===== src/core/scd_defines.vh =====
// Purpose: constants of the card command decoder
// Assumes: byte-wide command stream, 100 MHz core clock
// Notes:   included by scd_decoder.v only
`ifndef SCD_DEFINES_VH
`define SCD_DEFINES_VH
// ==========================================================
// header bytes
`define SCD_CLASS        8'hA0
`define SCD_HDR_LAST     3'h4
// ==========================================================
// instruction codes
`define SCD_INS_SELECT   8'hA4
`define SCD_INS_STATUS   8'hF2
`define SCD_INS_RD_BIN   8'hB0
`define SCD_INS_UP_BIN   8'hD6
`define SCD_INS_RD_REC   8'hB2
`define SCD_INS_UP_REC   8'hDC
`define SCD_INS_SEEK     8'hA2
`define SCD_INS_INCR     8'h32
`define SCD_INS_VERIFY   8'h20
`define SCD_INS_CHANGE   8'h24
`define SCD_INS_DISABLE  8'h26
`define SCD_INS_ENABLE   8'h28
`define SCD_INS_UNBLOCK  8'h2C
`define SCD_INS_INVAL    8'h04
`define SCD_INS_REHAB    8'h44
`define SCD_INS_AUTH     8'h88
`define SCD_INS_SLEEP    8'hFA
`define SCD_INS_GET_RSP  8'hC0
`define SCD_INS_PROFILE  8'h10
`define SCD_INS_ENVEL    8'hC2
`define SCD_INS_FETCH    8'h12
`define SCD_INS_TERM_RSP 8'h14
// ==========================================================
// parameter codings
`define SCD_P2_NEXT      8'h02
`define SCD_P2_PREV      8'h03
`define SCD_P2_ABS       8'h04
`define SCD_P2_CODE1     8'h01
`define SCD_P2_CODE2     8'h02
`define SCD_P2_UNBLK1    8'h00
`define SCD_LEN_INCR     8'h03
`define SCD_LEN_CODE     8'h08
`define SCD_LEN_CODE2    8'h10
`define SCD_LEN_AUTH     8'h10
`define SCD_LEN_SELECT   8'h02
`define SCD_RSP_AUTH     8'h0C
`define SCD_RSP_SEEK2    8'h01
`define SCD_RSP_ROOT     8'h16
// record mode output coding
`define SCD_RM_NEXT      2'h0
`define SCD_RM_PREV      2'h1
`define SCD_RM_ABS       2'h2
`define SCD_RM_CUR       2'h3
// ==========================================================
// status words
`define SCD_SW1_OK       8'h90
`define SCD_SW1_MORE     8'h9F
`define SCD_SW1_SEC      8'h98
`define SCD_SW2_MAXVAL   8'h50
`define SCD_SW1_TECH     8'h6F
`define SCD_SW1_LEN      8'h67
`define SCD_SW1_P1P2     8'h6B
`define SCD_SW1_INS      8'h6D
`define SCD_SW1_CLA      8'h6E
`define SCD_SW2_NONE     8'h00
`endif


===== src/core/scd_decoder.v =====
// Purpose: command header decoder of a subscriber card
// Assumes: transport delivers bytes; file store and crypto sit behind
// Notes:   header and data bytes buffered by a small fifo before decoding
`timescale 1ns/10ps
`include "scd_defines.vh"

// ==========================================================
// fifo
module scd_fifo #(
  parameter W  = 8,
  parameter D  = 4,
  parameter AW = 2
) (
  // clock and reset
  input  wire         clk_i,
  input  wire         arst_n_i,
  // fill side
  input  wire [W-1:0] in_data_i,
  input  wire         in_valid_i,
  output wire         in_ready_o,
  // drain side
  output wire [W-1:0] out_data_o,
  output wire         out_valid_o,
  input  wire         out_ready_i
);
  reg [W-1:0]  mem [0:D-1];
  reg [AW-1:0] wr_ptr_reg;
  reg [AW-1:0] rd_ptr_reg;
  reg [AW:0]   count_reg;
  // kept as not-full so the ready pin leaves a flop with no gate after it
  reg          ready_reg;
  reg          empty_reg;
  wire         push = in_valid_i & ready_reg;
  wire         pop  = out_ready_i & ~empty_reg;
  wire [AW:0]  count_next = count_reg + {{AW{1'b0}}, push}
                          - {{AW{1'b0}}, pop};
  wire [AW:0]  depth = D[AW:0];

  assign in_ready_o  = ready_reg;
  assign out_valid_o = ~empty_reg;
  assign out_data_o  = mem[rd_ptr_reg];

  always @(posedge clk_i)
  begin
    if (push)
      mem[wr_ptr_reg] <= in_data_i;
  end

  always @(posedge clk_i or negedge arst_n_i)
  begin
    if (!arst_n_i)
    begin
      wr_ptr_reg <= {AW{1'b0}};
      rd_ptr_reg <= {AW{1'b0}};
      count_reg  <= {(AW+1){1'b0}};
      ready_reg  <= 1'b1;
      empty_reg  <= 1'b1;
    end
    else
    begin
      if (push)
        wr_ptr_reg <= (wr_ptr_reg == D - 1) ? {AW{1'b0}} : wr_ptr_reg + 1'b1;
      if (pop)
        rd_ptr_reg <= (rd_ptr_reg == D - 1) ? {AW{1'b0}} : rd_ptr_reg + 1'b1;
      count_reg <= count_next;
      ready_reg <= (count_next != depth);
      empty_reg <= (count_next == {(AW+1){1'b0}});
    end
  end
endmodule // scd_fifo

// ==========================================================
// decoder
module scd_decoder #(
  parameter FIFO_DEPTH = 4
) (
  // clock and reset
  input  wire       CLK_I,
  input  wire       ARST_N_I,
  // byte stream from the transport
  input  wire [7:0] RX_DATA_I,
  input  wire       RX_VALID_I,
  output wire       RX_READY_O,
  // decoded command towards the back end
  output reg        CMD_VALID_O,
  output reg  [7:0] CMD_INS_O,
  output reg  [15:0] CMD_OFFSET_O,
  output reg  [7:0] CMD_LEN_O,
  output reg  [1:0] CMD_REC_MODE_O,
  output reg  [7:0] CMD_REC_NUM_O,
  output reg  [1:0] CMD_SEEK_DIR_O,
  output reg        CMD_SEEK_TYPE2_O,
  output reg        CMD_CODE2_O,
  output reg  [7:0] CMD_PEND_INS_O,
  // command data towards the back end
  output reg  [7:0] DATA_O,
  output reg        DATA_VALID_O,
  input  wire       DATA_READY_I,
  // completion from the back end
  input  wire       DONE_I,
  input  wire [7:0] DONE_SW1_I,
  input  wire [7:0] DONE_SW2_I,
  input  wire       DONE_OVF_I,
  input  wire [7:0] RESP_LEN_I,
  // status word towards the transport
  output reg        SW_VALID_O,
  output reg  [7:0] SW1_O,
  output reg  [7:0] SW2_O
);
  localparam S_HDR  = 3'h0;
  localparam S_DEC  = 3'h1;
  localparam S_DATA = 3'h2;
  localparam S_EXEC = 3'h3;
  localparam S_STAT = 3'h4;

  // commands that carry data from the terminal
  function has_in_data;
    input [7:0] ins;
    begin
      case (ins)
        `SCD_INS_UP_BIN, `SCD_INS_UP_REC, `SCD_INS_SEEK, `SCD_INS_INCR,
        `SCD_INS_VERIFY, `SCD_INS_CHANGE, `SCD_INS_DISABLE,
        `SCD_INS_ENABLE, `SCD_INS_UNBLOCK, `SCD_INS_AUTH,
        `SCD_INS_SELECT, `SCD_INS_PROFILE, `SCD_INS_ENVEL,
        `SCD_INS_TERM_RSP:
          has_in_data = 1'b1;
        default:
          has_in_data = 1'b0;
      endcase
    end
  endfunction

  wire [7:0] f_data;
  wire       f_valid;
  wire       f_pop;

  reg  [2:0] state_reg;
  reg  [2:0] idx_reg;
  reg  [7:0] cla_reg;
  reg  [7:0] ins_reg;
  reg  [7:0] p1_reg;
  reg  [7:0] p2_reg;
  reg  [7:0] p3_reg;
  reg  [7:0] cnt_reg;
  reg        pend_ok_reg;
  reg  [7:0] pend_len_reg;
  reg  [7:0] pend_ins_reg;
  // header check result, combinational
  reg  [7:0] err_sw1;
  reg        slot_free;

  scd_fifo #(.W(8), .D(FIFO_DEPTH), .AW($clog2(FIFO_DEPTH))) u_fifo (
    .clk_i       (CLK_I),
    .arst_n_i    (ARST_N_I),
    .in_data_i   (RX_DATA_I),
    .in_valid_i  (RX_VALID_I),
    .in_ready_o  (RX_READY_O),
    .out_data_o  (f_data),
    .out_valid_o (f_valid),
    .out_ready_i (f_pop)
  );

  // data slot stalls the fifo, which stalls the transport
  always @*
  begin
    slot_free = ~DATA_VALID_O | DATA_READY_I;
  end
  assign f_pop = (state_reg == S_HDR) |
                 ((state_reg == S_DATA) & slot_free & (cnt_reg != 8'h00));

  always @*
  begin
    err_sw1 = 8'h00;
    if (cla_reg != `SCD_CLASS)
      err_sw1 = `SCD_SW1_CLA;
    else
      case (ins_reg)
        `SCD_INS_RD_REC, `SCD_INS_UP_REC:
          if (p2_reg != `SCD_P2_NEXT && p2_reg != `SCD_P2_PREV &&
              p2_reg != `SCD_P2_ABS)
            err_sw1 = `SCD_SW1_P1P2;
        `SCD_INS_SEEK:
          if (p2_reg[7:4] > 4'h1 || p2_reg[3:0] > 4'h3)
            err_sw1 = `SCD_SW1_P1P2;
        `SCD_INS_INCR:
          if (p3_reg != `SCD_LEN_INCR)
            err_sw1 = `SCD_SW1_LEN;
        `SCD_INS_VERIFY, `SCD_INS_CHANGE:
          if (p2_reg != `SCD_P2_CODE1 && p2_reg != `SCD_P2_CODE2)
            err_sw1 = `SCD_SW1_P1P2;
          else if (p3_reg != ((ins_reg == `SCD_INS_VERIFY) ?
                   `SCD_LEN_CODE : `SCD_LEN_CODE2))
            err_sw1 = `SCD_SW1_LEN;
        `SCD_INS_DISABLE, `SCD_INS_ENABLE:
          if (p2_reg != `SCD_P2_CODE1)
            err_sw1 = `SCD_SW1_P1P2;
          else if (p3_reg != `SCD_LEN_CODE)
            err_sw1 = `SCD_SW1_LEN;
        `SCD_INS_UNBLOCK:
          if (p2_reg != `SCD_P2_UNBLK1 && p2_reg != `SCD_P2_CODE2)
            err_sw1 = `SCD_SW1_P1P2;
          else if (p3_reg != `SCD_LEN_CODE2)
            err_sw1 = `SCD_SW1_LEN;
        `SCD_INS_AUTH:
          if (p3_reg != `SCD_LEN_AUTH)
            err_sw1 = `SCD_SW1_LEN;
        `SCD_INS_SELECT:
          if (p3_reg != `SCD_LEN_SELECT)
            err_sw1 = `SCD_SW1_LEN;
        `SCD_INS_SLEEP:
          if (p1_reg != 8'h00 || p2_reg != 8'h00)
            err_sw1 = `SCD_SW1_P1P2;
          else if (p3_reg != 8'h00)
            err_sw1 = `SCD_SW1_LEN;
        `SCD_INS_GET_RSP:
          if (!pend_ok_reg)
            err_sw1 = `SCD_SW1_TECH;
          else if (p3_reg > pend_len_reg)
            err_sw1 = `SCD_SW1_LEN;
        `SCD_INS_RD_BIN, `SCD_INS_UP_BIN, `SCD_INS_STATUS,
        `SCD_INS_INVAL, `SCD_INS_REHAB, `SCD_INS_PROFILE,
        `SCD_INS_ENVEL, `SCD_INS_FETCH, `SCD_INS_TERM_RSP:
          err_sw1 = 8'h00;
        default:
          err_sw1 = `SCD_SW1_INS;
      endcase
  end

  always @(posedge CLK_I or negedge ARST_N_I)
  begin
    if (!ARST_N_I)
    begin
      state_reg        <= S_HDR;
      idx_reg          <= 3'h0;
      cla_reg          <= 8'h00;
      ins_reg          <= 8'h00;
      p1_reg           <= 8'h00;
      p2_reg           <= 8'h00;
      p3_reg           <= 8'h00;
      cnt_reg          <= 8'h00;
      pend_ok_reg      <= 1'b1;
      pend_len_reg     <= `SCD_RSP_ROOT;
      pend_ins_reg     <= `SCD_INS_SELECT;
      CMD_VALID_O      <= 1'b0;
      CMD_INS_O        <= 8'h00;
      CMD_OFFSET_O     <= 16'h0000;
      CMD_LEN_O        <= 8'h00;
      CMD_REC_MODE_O   <= `SCD_RM_NEXT;
      CMD_REC_NUM_O    <= 8'h00;
      CMD_SEEK_DIR_O   <= 2'h0;
      CMD_SEEK_TYPE2_O <= 1'b0;
      CMD_CODE2_O      <= 1'b0;
      CMD_PEND_INS_O   <= 8'h00;
      DATA_O           <= 8'h00;
      DATA_VALID_O     <= 1'b0;
      SW_VALID_O       <= 1'b0;
      SW1_O            <= 8'h00;
      SW2_O            <= 8'h00;
    end
    else
    begin
      CMD_VALID_O <= 1'b0;
      SW_VALID_O  <= 1'b0;
      if (DATA_READY_I)
        DATA_VALID_O <= 1'b0;
      case (state_reg)
        S_HDR:
          if (f_valid)
          begin
            case (idx_reg)
              3'h0: cla_reg <= f_data;
              3'h1: ins_reg <= f_data;
              3'h2: p1_reg  <= f_data;
              3'h3: p2_reg  <= f_data;
              default: p3_reg <= f_data;
            endcase
            if (idx_reg == `SCD_HDR_LAST)
            begin
              idx_reg   <= 3'h0;
              state_reg <= S_DEC;
            end
            else
              idx_reg <= idx_reg + 3'h1;
          end
        S_DEC:
        begin
          // any command ends the window for get response
          pend_ok_reg <= 1'b0;
          SW2_O       <= `SCD_SW2_NONE;
          if (err_sw1 != 8'h00)
          begin
            SW1_O     <= err_sw1;
            state_reg <= S_STAT;
          end
          else if (ins_reg == `SCD_INS_SLEEP)
          begin
            SW1_O     <= `SCD_SW1_OK;
            state_reg <= S_STAT;
          end
          else
          begin
            CMD_VALID_O      <= 1'b1;
            CMD_INS_O        <= ins_reg;
            CMD_OFFSET_O     <= {p1_reg, p2_reg};
            CMD_LEN_O        <= p3_reg;
            CMD_SEEK_DIR_O   <= p2_reg[1:0];
            CMD_SEEK_TYPE2_O <= p2_reg[4];
            CMD_CODE2_O      <= (p2_reg == `SCD_P2_CODE2);
            CMD_PEND_INS_O   <= pend_ins_reg;
            if (p2_reg == `SCD_P2_NEXT)
            begin
              CMD_REC_MODE_O <= `SCD_RM_NEXT;
              CMD_REC_NUM_O  <= 8'h00;
            end
            else if (p2_reg == `SCD_P2_PREV)
            begin
              CMD_REC_MODE_O <= `SCD_RM_PREV;
              CMD_REC_NUM_O  <= 8'h00;
            end
            else
            begin
              CMD_REC_MODE_O <= (p1_reg == 8'h00) ? `SCD_RM_CUR
                                                  : `SCD_RM_ABS;
              CMD_REC_NUM_O  <= p1_reg;
            end
            cnt_reg   <= has_in_data(ins_reg) ? p3_reg : 8'h00;
            state_reg <= has_in_data(ins_reg) ? S_DATA : S_EXEC;
          end
        end
        S_DATA:
          if (slot_free)
          begin
            if (cnt_reg == 8'h00)
              state_reg <= S_EXEC;
            else if (f_valid)
            begin
              DATA_O       <= f_data;
              DATA_VALID_O <= 1'b1;
              cnt_reg      <= cnt_reg - 8'h01;
            end
          end
        S_EXEC:
          if (DONE_I)
          begin
            state_reg <= S_STAT;
            if (DONE_OVF_I && ins_reg == `SCD_INS_INCR)
            begin
              SW1_O <= `SCD_SW1_SEC;
              SW2_O <= `SCD_SW2_MAXVAL;
            end
            else if (DONE_SW1_I == `SCD_SW1_OK &&
                     (ins_reg == `SCD_INS_AUTH ||
                      (ins_reg == `SCD_INS_SEEK && p2_reg[4]) ||
                      ins_reg == `SCD_INS_SELECT ||
                      ins_reg == `SCD_INS_INCR ||
                      ins_reg == `SCD_INS_ENVEL))
            begin
              SW1_O        <= `SCD_SW1_MORE;
              pend_ok_reg  <= 1'b1;
              pend_ins_reg <= ins_reg;
              if (ins_reg == `SCD_INS_AUTH)
              begin
                SW2_O        <= `SCD_RSP_AUTH;
                pend_len_reg <= `SCD_RSP_AUTH;
              end
              else if (ins_reg == `SCD_INS_SEEK)
              begin
                SW2_O        <= `SCD_RSP_SEEK2;
                pend_len_reg <= `SCD_RSP_SEEK2;
              end
              else
              begin
                SW2_O        <= RESP_LEN_I;
                pend_len_reg <= RESP_LEN_I;
              end
            end
            else
            begin
              SW1_O <= DONE_SW1_I;
              SW2_O <= DONE_SW2_I;
            end
          end
        S_STAT:
        begin
          SW_VALID_O <= 1'b1;
          state_reg  <= S_HDR;
        end
        default:
          state_reg <= S_HDR;
      endcase
    end
  end
endmodule // scd_decoder


===== config.mk =====
export PLATFORM = sky130hd
export DESIGN_NAME = scd_decoder
export DESIGN_NICKNAME = d
export VERILOG_FILES = /design/src/core/scd_decoder.v
export VERILOG_INCLUDE_DIRS = /design/src /design/src/core
export SDC_FILE = /design/constraint.sdc
export NUM_CORES = 1
export LEC_CHECK = 0
export ABC_AREA = 1
export BUFFER_PORTS_ARGS = -buffer_cell sky130_fd_sc_hd__buf_2
export CELL_PAD_IN_SITES_DETAIL_PLACEMENT = 1
export CELL_PAD_IN_SITES_GLOBAL_PLACEMENT = 1
export CORE_UTILIZATION = 29
export CTS_BUF_LIST = sky130_fd_sc_hd__clkbuf_16
export DETAILED_ROUTE_END_ITERATION = 12
export HOLD_SLACK_MARGIN = 0.03
export PLACE_DENSITY_LB_ADDON = 0.1
export RECOVER_POWER = 100
export SYNTH_ARGS = -nofsm -noshare
export SYNTH_HDL_FRONTEND = slang
export SYNTH_SLANG_ARGS = --single-unit

===== constraint.sdc =====
create_clock -name CLK_I -period 7.75 [get_ports CLK_I]
set_input_delay 1.1625 -clock CLK_I [delete_from_list [all_inputs] [get_ports CLK_I]]
set_output_delay 1.1625 -clock CLK_I [all_outputs]
set_load 0.1 [all_outputs]

### Word level (Yosys, flattened, before mapping)

Memories as Yosys holds them, arrays and structs flattened.
Cells that the tools add are included.

* output and inout bits: 82
* memories: 1
* memory bits (writable): 32
* bits of input ports: 38
* register bits after elaboration: 161

* add/sub/neg operators: 6
* reduce and logical (&&, ||, !) cells: 45
* $lt $le $gt $ge: 3
* bitwise logic cells: 13
* equal/unequal tests: 58
* muxes and demuxes: 72

Memory list
* u_fifo.mem: depth 4, width 8, rd ports 1, clocked after Yosys merged registers in 0, write ports 1, RTL line scd_decoder.v:26 `reg [W-1:0] mem [0:D-1];`

Operator list (count)
* $mux W8: 19
* $mux W7: 14
* $eq A8 B8 Y1 const B: 12
* $pmux W8 S11: 1
* $eq A8 B6 Y1 const B: 6
* $pmux W8 S2: 3
* $reduce_bool A8 Y1: 5
* $ne A8 B2 Y1 const B: 4
* $eq A8 B5 Y1 const B: 3
* $mux W3: 8
* $reduce_and A3 Y1: 7
* $mux W1: 20
* $ne A2 B2 Y1 const B: 9
* $eq A8 B2 Y1 const B: 2
* $logic_not A8 Y1: 2
* $reduce_or A14 Y1: 1
* $eq A3 B2 Y1 const B: 4
* $pmux W3 S4: 1
* $reduce_and A4 Y1: 3
* $logic_not A3 Y1: 3
* $reduce_or A9 Y1: 1
* $eq A8 B3 Y1 const B: 1
* $eq A8 B7 Y1 const B: 1
* $gt A8 B8 Y1: 1
* 32 further kinds: 66

### Depth between registers and ports, before layout

* depth after elaboration: 14
* depth in mapped cells: 18
* depth with buffers taken out: 18

### Hierarchy

From an unflattened synthesis, not the netlist that was laid out.

* cells, all modules: 1114
* area, all modules: 9177.6 um^2

By module, submodules not included
* scd_decoder: area each 7449.6 um^2, cells each 972, times used 1
* scd_fifo: area each 1727.9 um^2, cells each 142, times used 1

### Worst setup path after synthesis

No wires, ideal clock.

* path kind: input to register
* start point: in DATA_READY_I
* end point: reg u_fifo.empty_reg
* slack: 4.632 ns
* arrival: 3.036 ns
* cell stages on the path: 13
* library setup time: 0.082 ns
* cell sequence: nor2_1 > nor3_1 > inv_2 > nand2_1 > ha_1 > inv_1 > ha_1 > inv_1 > fa_1 > xnor2_1 > xor2_1 > inv_1 > nor3_1

* longest elaborated chain between the ends: 7

RTL lines
* start: declaration: RTL line scd_decoder.v:98 `input wire DATA_READY_I,`
* $or A1 B1 Y1: RTL line scd_decoder.v:166 `slot_free = ~DATA_VALID_O | DATA_READY_I;`
* $and A1 B1 Y1 (2 in a row): RTL line scd_decoder.v:169 `((state_reg == S_DATA) & slot_free & (cnt_reg != 8'h00));`
* $or A1 B1 Y1: RTL line scd_decoder.v:168 `assign f_pop = (state_reg == S_HDR) |`
* $and A1 B1 Y1: RTL line scd_decoder.v:34 `wire pop = out_ready_i & ~empty_reg;`
* net u_fifo.pop: RTL line scd_decoder.v:34
* $sub A3 B1 Y3: RTL line scd_decoder.v:36 `- {{AW{1'b0}}, pop};`
* net u_fifo.count_next[2]: RTL line scd_decoder.v:35 `wire [AW:0] count_next = count_reg + {{AW{1'b0}}, push}`
* $logic_not A3 Y1: RTL line scd_decoder.v:67 `empty_reg <= (count_next == {(AW+1){1'b0}});`
* end signal: assignment: RTL line scd_decoder.v:67
* end: declaration: RTL line scd_decoder.v:32 `reg empty_reg;`

The timed path passes the listed nets, and every way through them passes these cells.
A chain may end at the register's enable or synchronous reset.

==> results.py <==
metrics = {
    "timing": {
        "fmax_ghz": 0.207,
        "setup_tns_ns": 0,
        "finalSetupViolations": 0,
        "worst_pin_slew_ns": 3.41,
        "slew_headroom": -1.27,
        "fin_skew_ns": 0.0116,
        "post-route-min-period_ns": 4.82,
        "slew_viol_final": 121,
        "fin_crit_sh": 0.622,
        "finalHoldViolations": 0,
        "rsz0062_at_grt": "no",
    },
    "floorplanning": {
        "die_area_um2": 32400,
        "rows": 64,
        "start_util": 0.298,
        "core-area_um2": 30900,
        "die_w_um": 180,
        "io_pins": 120,
        "die-height_um": 180,
    },
    "synthesis": {
        "synth_xor_xnor_area_share": 0.00762,
        "netlist_area_um2": 9200,
        "synth-edff-count": 32,
        "yosysTopAreaCell": "dfrtp_1",
        "synth_seq_cells": 190,
        "synth_fp_nets": 1111,
        "yosys.area.top_type_share": 0.405,
        "ys_seq_area_frac": 0.536,
        "async_reset_ff_frac": 0.832,
        "synthMuxAreaShare": 0,
        "synth_top_family_by_area": "simple AND/OR/NAND/NOR gates",
        "synthAdderAreaFrac": 0.0321,
        "syn_inst": 1050,
        "synth_ff_type": "dfrtp_1",
        "synth_compound_area_frac": 0.109,
        "synth_area_per_cell_um2": 8.76,
        "yosys_warnings": 0,
        "yosys.area_share.simple": 0.248,
        "ys_top_cells_by_area": "dfrtp_1, nand2_1, edfxtp_1, o21ai_0, nand3_1",
        "synthDistinctLibCells": 40,
    },
    "cts": {
        "numCtsBuffers": 17,
        "postCtsSetupBuffers": 0,
        "root_buffer": "clkbuf_16",
        "h-tree-depth": 4,
        "path_clk_slew_ns": 0.07,
        "clockBufferDepth": 2,
        "cts_hold_buf": 0,
        "clock_latency_ns": 0.44,
        "cts_resized": 0,
        "cts_tree": "yes",
        "cts.sinks": 190,
    },
    "run": {
        "drv_cap": 3,
    },
    "finish": {
        "largest-register": "u_fifo.mem",
        "multiInputGateArea_um2": 3500,
        "final_area_um2": 10400,
        "fin_util": 0.337,
        "fin_nets": 1223,
        "final_cell_mix": "nand2_1, dfrtp_1, o21ai_0, inv_1, clkbuf_1",
        "fillers": 3709,
        "antenna_cells": 0,
        "final_common_cell": "nand2_1",
        "areaGrowthSynthToFinish_pct": 13.2,
        "ff_latch_area_um2": 4930,
        "largestRegisters": "u_fifo.mem: 32 flops, CMD_OFFSET_O: 16 flops",
        "drive_above_1_share": 0.117,
        "largest_reg_flops": 32,
    },
    "grt": {
        "grt_usage": 0.168,
        "grt_pass1_wl_um": 42500,
        "antenna_found_initial": 0,
        "grt_max_degree": 64,
        "gr-total-overflow": 0,
        "grt_pass1_vias": 7545,
    },
    "worst_setup_path": {
        "cp_cell_sequence": "clkbuf_1, clkbuf_2",
        "critical_path_arrival_ns": 5.09,
        "critical_path_class": "in2async",
        "r2r-end": "CMD_OFFSET_O[13]$_DFFE_PN0P_",
        "r2r-start": "p2_reg[7]$_DFFE_PN0P_",
        "cp_top_family": "buffers and inverters",
        "crit_fanout": 60,
        "critPathLaunchType": "primary input",
        "end_kind": "async pin",
        "reg2reg_depth": 15,
        "cpPeakStageDelay_ns": 2.36,
        "critical_path_buf_inv_count": 2,
        "critPathRequiredTime_ns": 8.02,
        "regToRegSetupSlack_ns": 2.95,
        "cp_slowest_cell": "clkbuf_1",
    },
    "power_and_ir_drop": {
        "leakagePower_nw": 4.87,
        "vdd_drop_max_mv": 0.305,
        "p_total_mw": 4.39,
        "cellPowerDensity_nw_per_um2": 422,
    },
    "placed_design": {
        "placed_area_um2": 10100,
        "hpwl_um": 19200,
        "place_congestion": 0.820,
        "portBuffers": 119,
    },
    "routing": {
        "antenna_left": 0,
        "drt_iter0_drc": 327,
        "drt_wl_total_um": 26300,
        "first_pass_iters": 4,
        "viasPerCell": 4.66,
        "wire_per_inst_um": 16.7,
        "drcViolationCount": 0,
        "vias": 7322,
    },
    "run_status": {
        "outcome": "finished with violations",
        "violations": "max-capacitance violations, max-slew violations",
    },
    "worst_hold_path": {
        "min_to": "CMD_PEND_INS_O[3]$_DFFE_PN0P_",
        "whs_path_depth": 2,
        "min-delay-start": "CMD_PEND_INS_O[3]$_DFFE_PN0P_",
        "hp-class": "reg2reg",
    },
}
-- worst max-delay path by stage --
stage                                         from                          to  slack [ns]  cells after the start
after global placement               DONE_SW1_I[5]        SW2_O[0]$_DFFE_PN0P_        4.21                     10
final                                     ARST_N_I       p3_reg[4]$_DFFE_PN0P_        2.93                      2
after CTS                 state_reg[2]$_DFFE_PN0P_  u_fifo.empty_reg$_DFF_PN1_        4.22                     16
after detailed placement              DATA_READY_I  u_fifo.empty_reg$_DFF_PN1_        4.14                     14
after floorplan                       DATA_READY_I  u_fifo.empty_reg$_DFF_PN1_        4.63                     13
after global routing                      ARST_N_I      idx_reg[1]$_DFFE_PN0P_        2.13                      2
-- cells in the mapped netlist (2+ instances only) --
| cell type | count |
|---|---|
| nor3_2 | 2 |
| dfstp_2 | 9 |
| nand4_1 | 19 |
| o21ai_1 | 17 |
| nand3_1 | 68 |
| xnor2_1 | 5 |
| nand2_1 | 287 |
| dfrtp_1 | 149 |
| nand4_2 | 2 |
| edfxtp_1 | 32 |
| clkinv_1 | 2 |
| inv_2 | 29 |
| o211ai_1 | 2 |
| buf_4 | 3 |
| nor2_2 | 8 |
| nor2_4 | 3 |
| a32oi_1 | 7 |
| nor3_1 | 11 |
| a21oi_1 | 21 |
| o21ai_0 | 81 |
| buf_6 | 9 |
| xor2_1 | 3 |
| o21ai_2 | 32 |
| o22ai_1 | 3 |
| ha_1 | 22 |
| nand2_2 | 36 |
| clkbuf_1 | 17 |
| inv_1 | 85 |
| nor2_1 | 75 |
-- final cells by class --
cell class | instances | share of cell area
Clock buffer | 17 | 0.0408
Clock inverter | 15 | 0.0121
Inverter | 116 | 0.0418
Multi-Input combinational cell | 714 | 0.336
Sequential cell | 190 | 0.473
Tap cell | 396 | 0.0476
Timing Repair Buffer | 123 | 0.0486
-- worst reg2reg max path: stages (launching register included) --
cell and delay [ns]:
dfrtp_1 0.39, nor2_2 0.12, nand2_1 0.13, inv_1 0.15, nand2_1 0.32, nand3_1 0.19
nand2_1 0.06, clkinv_1 0.04, nand3_1 0.10, nor2_1 0.17, nand2_2 0.06, nor2_1 0.28
nand4_1 1.15, clkbuf_2 1.07, nand2_1 0.33, o21ai_2 0.08
-- cells by family after synthesis --
group           count (synthesis)
simple gates                  516
flops                         190
compound gates                167
buf+inv                       146
fa+ha+maj                      23
xor+xnor                        8
-- routing by layer --
metal	vias to the layer above	global-route usage	wire length (µm)
met3	20	0.0277	838
met2	93	0.271	12100
met4	0	0.0523	421
met1	3573	0.231	12800
li1	3636	-	-
met5	-	0	0
-- through the flow --
| step | worst slack [ns] | cells | hold slack [ns] |
|---|---|---|---|
| final | 2.93 | 1571 | 0.478 |
| after global routing | 2.13 | 1571 | 0.510 |
| after CTS | 4.22 | 1571 | 0.479 |
| after detailed placement | 4.14 | 1539 | 0.461 |
| after global placement | 4.21 | 1539 | 0.454 |
| after floorplan | 4.63 | 1050 | 0.436 |
-- report_power, final --
part	internal [mW]	leakage [nW]	switching (mW)
clock network	0.441	0.263	0.400
logic	0.415	2.27	1.62
registers	1.29	2.33	0.223
total	2.14	4.87	2.25
No activity file was read; power rests on OpenSTA's default activity.
